`config.mk`:
```
export PLATFORM = sky130hd
export DESIGN_NAME = pfs_sequencer
export DESIGN_NICKNAME = d
export VERILOG_FILES = /design/src/pfs_pkg.sv /design/src/pfs_sequencer.sv
export VERILOG_INCLUDE_DIRS = /design/src
export SDC_FILE = /design/constraint.sdc
export NUM_CORES = 1
export LEC_CHECK = 0
export ABC_AREA = 1
export BUFFER_PORTS_ARGS = -buffer_cell sky130_fd_sc_hd__buf_2
export CAP_MARGIN = 20
export CORE_UTILIZATION = 62
export CTS_BUF_LIST = sky130_fd_sc_hd__clkbuf_4
export CTS_CLUSTER_DIAMETER = 60
export DETAILED_ROUTE_END_ITERATION = 12
export PLACE_DENSITY = 0.81
export REMOVE_ABC_BUFFERS = 1
export SYNTH_ARGS = -nofsm -noshare
export SYNTH_HDL_FRONTEND = slang
export SYNTH_SLANG_ARGS = --single-unit
```
`constraint.sdc`:
```
create_clock -name SYS_CLK -period 2.5 [get_ports SYS_CLK]
set_clock_uncertainty 0.15 [all_clocks]
set_input_delay 0.25 -clock SYS_CLK [delete_from_list [all_inputs] [get_ports SYS_CLK]]
set_output_delay 0.25 -clock SYS_CLK [all_outputs]
set_load 0.01 [all_outputs]
```
`src/pfs_params.svh`:
```
// Timing constants for the power-fail sequencer
`ifndef PFS_PARAMS_SVH
`define PFS_PARAMS_SVH

`define PFS_CLK_NS 100
`define PFS_PF_TIMEOUT_NS 5000000
`define PFS_SUP_HOLD_NS 3000000
`define PFS_LINE_HOLD_NS 70000000
`define PFS_FILT_NS 100
`define PFS_INIT_MIN_NS 1000
`define PFS_CLK_RUN_NS 2000
// Least times round up to whole cycles
`define PFS_PF_TIMEOUT_CYC ((`PFS_PF_TIMEOUT_NS + `PFS_CLK_NS - 1) / `PFS_CLK_NS)
`define PFS_SUP_HOLD_CYC ((`PFS_SUP_HOLD_NS + `PFS_CLK_NS - 1) / `PFS_CLK_NS)
`define PFS_LINE_HOLD_CYC ((`PFS_LINE_HOLD_NS + `PFS_CLK_NS - 1) / `PFS_CLK_NS)
`define PFS_FILT_CYC ((`PFS_FILT_NS + `PFS_CLK_NS - 1) / `PFS_CLK_NS)
`define PFS_INIT_MIN_CYC ((`PFS_INIT_MIN_NS + `PFS_CLK_NS - 1) / `PFS_CLK_NS)
`define PFS_CLK_RUN_CYC ((`PFS_CLK_RUN_NS + `PFS_CLK_NS - 1) / `PFS_CLK_NS)
`define PFS_NUM_SUPPLIES 3
`define PFS_NUM_RX 3
`define PFS_CNT_W 20

`endif

```
`src/pfs_pkg.sv`:
```
// Types for the power-fail sequencer
`include "pfs_params.svh"
package pfs_pkg;
    typedef enum logic [2:0] {
        PFS_IDLE,
        PFS_LINE_LOW,
        PFS_SUPPLY_LOW,
        PFS_SUP_HOLD,
        PFS_LINE_HOLD
    } pfs_state_e;

    // Pin levels, high means the condition is asserted
    typedef struct packed {
        logic [`PFS_NUM_SUPPLIES-1:0] line_power_low;
        logic [`PFS_NUM_SUPPLIES-1:0] supply_power_low;
        logic clk_supply_low;
        logic [`PFS_NUM_RX-1:0] rx_low;
        logic console_reset;
        logic maint;
    } pfs_pins_s;

    // Wired-OR drive enables, high pulls the line to its asserted level
    typedef struct packed {
        logic restart_hold;
        logic power_loss_reset;
        logic console_bus_power_ok;
        logic console_bus_supply_ok;
        logic internal_line_low;
        logic internal_supply_low;
    } pfs_drive_s;
endpackage

```
`src/pfs_sequencer.sv`:
```
// Power-fail sequencer: line-low and supply-low sequencing with init outputs
//
// Operation
// - Start on rising edge of combined line-low
// - Combined line-low sets interrupt, feeds branch bit
// - Interrupt starts power-fail timeout, forces line-low
// - Timeout end raises synthetic supply-low
// - Supply-low forces supply-low flop and both inits
// - Supply-low release starts 3 ms, then clears
// - Then 70 ms timeout clears forced line-low
// - Retrigger only after forced line-low clears
// - Return to idle unless supply-low stays
// - Console reset forces inits only
// - Maintenance input cycles fail and return repeatedly
// - Filter short releases of received signals
// - Receive power-loss reset, restart-hold, console line-low
// - Drive outputs through wired-OR enables
// - Restart-hold released only after all release
// - Power-loss reset follows clock supply-low
// - Release power-loss reset after 2 us clock
// - Line-low held at least 5 ms
// - Supply-low held at least 1 us
`timescale 1ns/1ns
`include "pfs_params.svh"
module pfs_sequencer
#(
    parameter int PF_TIMEOUT_CYC = `PFS_PF_TIMEOUT_CYC,
    parameter int SUP_HOLD_CYC = `PFS_SUP_HOLD_CYC,
    parameter int LINE_HOLD_CYC = `PFS_LINE_HOLD_CYC
)
(
    input wire logic SYS_CLK, // 10 MHz processor clock
    input wire logic NRST, // Synchronous reset, active low
    input wire logic [`PFS_NUM_SUPPLIES-1:0] LINE_POWER_LOW_N, // Supply line-low pins
    input wire logic [`PFS_NUM_SUPPLIES-1:0] SUPPLY_POWER_LOW_N, // Supply supply-low pins
    input wire logic CLK_SUPPLY_LOW_N, // Clock/terminator supply-low
    input wire logic RESTART_HOLD_N_I, // Backplane restart-hold received
    input wire logic POWER_LOSS_RESET_N_I, // Backplane power-loss reset received
    input wire logic CONSOLE_LINE_LOW_N_I, // Buffered console-bus line-low
    input wire logic CONSOLE_RESET_N, // Console reset
    input wire logic MAINT_N, // Maintenance cycling strap
    input wire logic PF_INT_CLR, // Interrupt acknowledge pulse
    output logic PF_INT, // Power-fail interrupt
    output logic BRANCH_TEST_BIT, // Combined line-low for microcode
    output logic SYSTEM_INIT, // System initialize
    output logic MICROCODE_INITIALIZE, // Microcode initialize
    output logic DRIVE_LEVEL, // Level on every driven line, always low
    output pfs_pkg::pfs_drive_s DRIVE_OE // Wired-OR output enables
);
    import pfs_pkg::*;

    localparam int RX_PLR = 0;
    localparam int RX_HOLD = 1;
    localparam int RX_CONS = 2;
    localparam logic [`PFS_CNT_W-1:0] FILT_LAST = `PFS_CNT_W'(`PFS_FILT_CYC);
    localparam logic [`PFS_CNT_W-1:0] INIT_LAST = `PFS_CNT_W'(`PFS_INIT_MIN_CYC - 1);
    localparam logic [`PFS_CNT_W-1:0] RUN_LAST = `PFS_CNT_W'(`PFS_CLK_RUN_CYC - 1);

    // --------------------------------------------------------------
    // Pin synchronisers
    // --------------------------------------------------------------
    pfs_pins_s pins_raw;
    pfs_pins_s meta_ff;
    pfs_pins_s sync_ff;
    pfs_pins_s nxt_meta;
    pfs_pins_s nxt_sync;

    always_comb
    begin
        pins_raw.line_power_low = ~LINE_POWER_LOW_N;
        pins_raw.supply_power_low = ~SUPPLY_POWER_LOW_N;
        pins_raw.clk_supply_low = ~CLK_SUPPLY_LOW_N;
        pins_raw.rx_low = {~CONSOLE_LINE_LOW_N_I, ~RESTART_HOLD_N_I, ~POWER_LOSS_RESET_N_I};
        pins_raw.console_reset = ~CONSOLE_RESET_N;
        pins_raw.maint = ~MAINT_N;
        nxt_meta = pins_raw;
        nxt_sync = meta_ff;
    end

    always_ff @(posedge SYS_CLK)
    begin
        if (!NRST)
        begin
            meta_ff <= '0;
            sync_ff <= '0;
        end
        else
        begin
            meta_ff <= nxt_meta;
            sync_ff <= nxt_sync;
        end
    end

    // --------------------------------------------------------------
    // Release filters on received lines
    // --------------------------------------------------------------
    // Asserting edges pass at once; a release must hold past a bus transient
    logic [`PFS_NUM_RX-1:0] rx_filt;

    genvar gi;
    generate
        for (gi = 0; gi < `PFS_NUM_RX; gi++)
        begin : g_filt
            logic [`PFS_CNT_W-1:0] rel_cnt_ff;
            logic [`PFS_CNT_W-1:0] nxt_rel_cnt;
            logic held_ff;
            logic nxt_held;

            always_comb
            begin
                nxt_rel_cnt = '0;
                nxt_held = held_ff;
                if (sync_ff.rx_low[gi])
                begin
                    nxt_held = 1'b1;
                end
                else if (held_ff)
                begin
                    nxt_rel_cnt = rel_cnt_ff + `PFS_CNT_W'(1);
                    if (rel_cnt_ff == FILT_LAST)
                    begin
                        nxt_held = 1'b0;
                        nxt_rel_cnt = '0;
                    end
                end
            end

            always_ff @(posedge SYS_CLK)
            begin
                if (!NRST)
                begin
                    rel_cnt_ff <= '0;
                    held_ff <= 1'b0;
                end
                else
                begin
                    rel_cnt_ff <= nxt_rel_cnt;
                    held_ff <= nxt_held;
                end
            end

            assign rx_filt[gi] = held_ff;
        end
    endgenerate

    // --------------------------------------------------------------
    // Sequencer
    // --------------------------------------------------------------
    pfs_state_e state_ff;
    pfs_state_e nxt_state;
    logic [`PFS_CNT_W-1:0] cnt_ff;
    logic [`PFS_CNT_W-1:0] nxt_cnt;
    logic comb_line_ff;
    logic nxt_comb_line;
    logic synth_ff;
    logic nxt_synth;
    logic pf_int_ff;
    logic nxt_pf_int;
    logic fline_ff;
    logic nxt_fline;
    logic fsup_ff;
    logic nxt_fsup;
    logic maint_req;
    logic combined_line_low;
    logic line_rise;
    logic sup_or;

    // Maintenance fakes a line-low each time the sequencer is idle
    assign maint_req = sync_ff.maint && state_ff == PFS_IDLE;
    assign combined_line_low = (|sync_ff.line_power_low) || rx_filt[RX_HOLD]
        || rx_filt[RX_CONS] || maint_req;
    assign line_rise = combined_line_low && !comb_line_ff;
    assign sup_or = synth_ff || (|sync_ff.supply_power_low) || rx_filt[RX_PLR];

    always_comb
    begin
        nxt_state = state_ff;
        nxt_cnt = cnt_ff + `PFS_CNT_W'(1);
        nxt_comb_line = combined_line_low;
        nxt_synth = synth_ff;
        nxt_pf_int = pf_int_ff;
        if (PF_INT_CLR)
        begin
            nxt_pf_int = 1'b0;
        end
        case (state_ff)
            PFS_IDLE:
            begin
                nxt_cnt = '0;
                if (sup_or)
                begin
                    nxt_state = PFS_SUPPLY_LOW;
                end
                else if (line_rise)
                begin
                    nxt_pf_int = 1'b1;
                    nxt_state = PFS_LINE_LOW;
                end
            end
            PFS_LINE_LOW:
            begin
                // Timeout length keeps line-low up for the full window
                if (cnt_ff == `PFS_CNT_W'(PF_TIMEOUT_CYC - 1))
                begin
                    nxt_synth = 1'b1;
                    nxt_cnt = '0;
                    nxt_state = PFS_SUPPLY_LOW;
                end
                else if (sup_or)
                begin
                    nxt_cnt = '0;
                    nxt_state = PFS_SUPPLY_LOW;
                end
            end
            PFS_SUPPLY_LOW:
            begin
                if (synth_ff && cnt_ff == INIT_LAST)
                begin
                    nxt_synth = 1'b0;
                end
                if (!sup_or)
                begin
                    nxt_cnt = '0;
                    nxt_state = PFS_SUP_HOLD;
                end
            end
            PFS_SUP_HOLD:
            begin
                if (sup_or)
                begin
                    nxt_cnt = '0;
                    nxt_state = PFS_SUPPLY_LOW;
                end
                else if (cnt_ff == `PFS_CNT_W'(SUP_HOLD_CYC - 1))
                begin
                    nxt_cnt = '0;
                    nxt_state = PFS_LINE_HOLD;
                end
            end
            PFS_LINE_HOLD:
            begin
                if (sup_or)
                begin
                    nxt_cnt = '0;
                    nxt_state = PFS_SUPPLY_LOW;
                end
                else if (cnt_ff == `PFS_CNT_W'(LINE_HOLD_CYC - 1))
                begin
                    nxt_cnt = '0;
                    nxt_state = PFS_IDLE;
                end
            end
            default:
            begin
                nxt_cnt = '0;
                nxt_state = PFS_IDLE;
            end
        endcase
        nxt_fline = nxt_state != PFS_IDLE;
        nxt_fsup = nxt_state == PFS_SUPPLY_LOW || nxt_state == PFS_SUP_HOLD;
    end

    always_ff @(posedge SYS_CLK)
    begin
        if (!NRST)
        begin
            state_ff <= PFS_IDLE;
            cnt_ff <= '0;
            comb_line_ff <= 1'b0;
            synth_ff <= 1'b0;
            pf_int_ff <= 1'b0;
            fline_ff <= 1'b0;
            fsup_ff <= 1'b0;
        end
        else
        begin
            state_ff <= nxt_state;
            cnt_ff <= nxt_cnt;
            comb_line_ff <= nxt_comb_line;
            synth_ff <= nxt_synth;
            pf_int_ff <= nxt_pf_int;
            fline_ff <= nxt_fline;
            fsup_ff <= nxt_fsup;
        end
    end

    // --------------------------------------------------------------
    // Power-loss reset and outputs
    // --------------------------------------------------------------
    logic plr_ff;
    logic nxt_plr;
    logic [`PFS_CNT_W-1:0] run_cnt_ff;
    logic [`PFS_CNT_W-1:0] nxt_run_cnt;
    logic init_ff;
    logic nxt_init;
    logic uinit_ff;
    logic nxt_uinit;
    logic branch_ff;
    logic nxt_branch;
    pfs_drive_s oe_ff;
    pfs_drive_s nxt_oe;

    always_comb
    begin
        nxt_plr = plr_ff;
        nxt_run_cnt = '0;
        if (sync_ff.clk_supply_low)
        begin
            nxt_plr = 1'b1;
        end
        else if (plr_ff)
        begin
            // Clock must run a while before devices leave reset
            nxt_run_cnt = run_cnt_ff + `PFS_CNT_W'(1);
            if (run_cnt_ff == RUN_LAST)
            begin
                nxt_plr = 1'b0;
                nxt_run_cnt = '0;
            end
        end
        nxt_init = nxt_fsup || sync_ff.console_reset;
        nxt_uinit = nxt_fsup || sync_ff.console_reset;
        nxt_branch = combined_line_low;
        nxt_oe.restart_hold = nxt_fline;
        nxt_oe.power_loss_reset = nxt_plr;
        nxt_oe.console_bus_power_ok = nxt_fline;
        nxt_oe.console_bus_supply_ok = nxt_fsup;
        nxt_oe.internal_line_low = nxt_fline;
        nxt_oe.internal_supply_low = nxt_fsup;
    end

    always_ff @(posedge SYS_CLK)
    begin
        if (!NRST)
        begin
            plr_ff <= 1'b0;
            run_cnt_ff <= '0;
            init_ff <= 1'b0;
            uinit_ff <= 1'b0;
            branch_ff <= 1'b0;
            oe_ff <= '0;
        end
        else
        begin
            plr_ff <= nxt_plr;
            run_cnt_ff <= nxt_run_cnt;
            init_ff <= nxt_init;
            uinit_ff <= nxt_uinit;
            branch_ff <= nxt_branch;
            oe_ff <= nxt_oe;
        end
    end

    logic zero_ff;
    always_ff @(posedge SYS_CLK)
    begin
        zero_ff <= 1'b0;
    end

    assign PF_INT = pf_int_ff;
    assign BRANCH_TEST_BIT = branch_ff;
    assign SYSTEM_INIT = init_ff;
    assign MICROCODE_INITIALIZE = uinit_ff;
    assign DRIVE_LEVEL = zero_ff;
    assign DRIVE_OE = oe_ff;
endmodule

```
==> flow_summary.yaml <==
min_path:
  holdPathEnd: "meta_ff[10]"
  hold_depth: 3
  hold_path_class: "in2reg"
  min_from: "LINE_POWER_LOW_N[1]"
setup_path:
  critPathLaunchType: "register"
  crit_path_max_fanout: 20
  r2r_slack_ps: 430
  cp-end-kind: "register"
  rr_worst_depth: 7
  reg2reg_to: "g_filt[1].rel_cnt_ff[12]"
  critPathKind: "reg2reg"
  worstReg2RegStart: "g_filt[1].rel_cnt_ff[1]"
  crit_required_ps: 2800
  cp.arrival_ps: 2370
die:
  die_area_um2: 11000
  start_util_pct: 63.9
  ios: 26
  rows: 37
  coreArea_um2: 10300
  die_w_um: 105
  die_h_um: 105
timing:
  relSlewSlack_pct: 45.2
  min_period_ps: 2070
  drv_slew: 0
  finalHoldViolations: 0
  fmax_mhz: 482
  setup_violations: 0
  final.setup.tns_ps: 0
  worst_pin_slew_ps: 819
  rsz0062_at_grt: "no"
  fin_crit_sh_pct: 82.9
  layout_setup_ws_ps: 427
routing:
  wl_um: 12600
  viasPerCell: 5.08
  via_count: 5594
  drcViolationCount: 0
  wl_per_cell_um: 11.4
  drtAntennaViolNets: 0
  drt_pass1_iterations: 5
  drt_iter0_markers: 244
placed_design:
  dp_slack_ps: 439
  place_congestion: 0.881
  postPlaceCellArea_um2: 6750
  dpl.cell_count: 1057
  portBuffers: 24
  dp_hpwl_um: 9020
synthesis:
  synth_area_um2: 6570
  async_flop_share_pct: 0
  yosys_warnings: 0
  syn_avg_cell_area_um2: 7.18
  synth_ff_type: "dfxtp_1"
  synth_edf_count: 0
  ys_seq_elements: 137
  syn_inst: 915
  yosysSeqAreaShare_pct: 41.8
  ys_types: 37
finish:
  area.sequential_um2: 2740
  multiInputGateArea_um2: 3260
  final_common_cell: "nand2_1"
  fin_area_um2: 7130
  stdcell_count: 1101
  syn2layout_area_growth_pct: 8.52
  n_fill_cell: 913
  utilization_pct: 69.3
  antennaDiodeCount: 0
  nets: 978
  drive_above_1_share_pct: 10.9
  final_cell_mix: "171 x nand2_1, 161 x nor2_1, 137 x dfxtp_1, 113 x inv_1, 56 x nand3_1"
run:
  max_cap_violations: 0
clock_tree:
  clockRootBuffer: "clkbuf_4"
  numCtsBuffers: 17
  cts.clk_slew.worst_paths_ps: 120
  cts_htree_levels: 4
  cts_max_path_buffers: 2
  cts_sinks: 137
  cts_tree: "yes"
  clk-insertion-delay-late_ps: 540
power:
  p_leak_nw: 2.63
  powerDensity_nw_per_um2: 525
  max-vdd-ir-drop_v: 0.000437
grt:
  grt_first_pass_wirelength_um: 21900
  antenna_found_initial: 0
  gr-total-overflow: 0
  grt_max_degree: 24
  grt_pass1_vias: 5190
  grt_usage_pct: 24.4
outcome:
  status: "completed"
-- cell usage after synthesis (12+ instances only) --
master,instances,area (um2)
nand3_1,56,280
o21ai_0,12,60.1
inv_1,113,424
xnor2_1,13,114
dfxtp_1,137,2740
xor2_1,38,333
nor2_1,161,604
nor2_2,19,119
nand2_1,171,642
a21oi_1,38,190
nor3_1,43,215
nand4_1,34,213
-- routing by layer --
metal	GRT usage, %	part of all wire [%]
met4	10.4	1.9
met5	0	0
met1	30.3	48
met2	41.4	47
met3	4.62	3.2
-- state kept, by name, indices dropped and copies added, names as in the netlist, 3 cells and up --
signal             count
DRIVE_OE               3
state_ff               3
cnt_ff                20
sync_ff               12
meta_ff               12
g_filt.rel_cnt_ff     60
run_cnt_ff            20
g_filt.held_ff         3
-- worst max-delay path, cell delays in order, from the launching register on --
cell     delay (ps)
dfxtp_1         380
inv_1            50
ha_1            170
nand3_1          80
nor2_1           50
nand3_1         110
nand4_1         640
a21oi_1         360
-- layout make-up --
cell class	count	share of cell area [%]
multi-input cells	639	45.7
inverters	119	6.27
clock inverters	13	1.51
repair buffers	40	3.86
clock buffers	17	1.79
well taps	136	2.39
flip-flops and latches	137	38.5
-- how the worst max path moves through the flow --
stage                                  from                  endpoint  slack (ps)
floorplan                     run_cnt_ff[0]            run_cnt_ff[12]         830
global placement    g_filt[1].rel_cnt_ff[1]  g_filt[1].rel_cnt_ff[17]         520
detailed placement  g_filt[1].rel_cnt_ff[1]  g_filt[1].rel_cnt_ff[12]         440
CTS                 g_filt[1].rel_cnt_ff[1]  g_filt[1].rel_cnt_ff[12]         420
global route        g_filt[1].rel_cnt_ff[1]  g_filt[1].rel_cnt_ff[12]         180
finish              g_filt[1].rel_cnt_ff[1]  g_filt[1].rel_cnt_ff[12]         430
-- stage by stage --
stage               power (mW)  hold slack [ps]
CTS                       3.78              206
global placement          2.50              242
floorplan                 2.43              172
finish                    3.74              241
global route              3.91              229
detailed placement        2.51              245
-- cell families after synthesis --
| kind of cell | after synthesis | share of synthesized area (%) |
|---|---|---|
| compound gates | 52 | 4.12 |
| xor+xnor | 51 | 6.80 |
| fa+ha+maj | 9 | 1.71 |
| flops | 137 | 41.8 |
| simple gates | 526 | 36.9 |
| buf+inv | 139 | 8.65 |
| other cells | 1 | 0.0571 |
-- repair_timing --
item,4_1_cts,5_1_grt
hold buffers,14,0
hold endpoints to repair,28,0
buffers inserted,0,0
gates resized for setup,0,0
-- where the power goes --
| group | total [mW] | switching [mW] | internal [mW] |
|---|---|---|---|
| registers | 2.25 | 0.0231 | 2.22 |
| logic | 0.228 | 0.140 | 0.0882 |
| clock network | 1.27 | 0.795 | 0.471 |
| total | 3.74 | 0.958 | 2.78 |
Power figures use the tool's default switching activity.
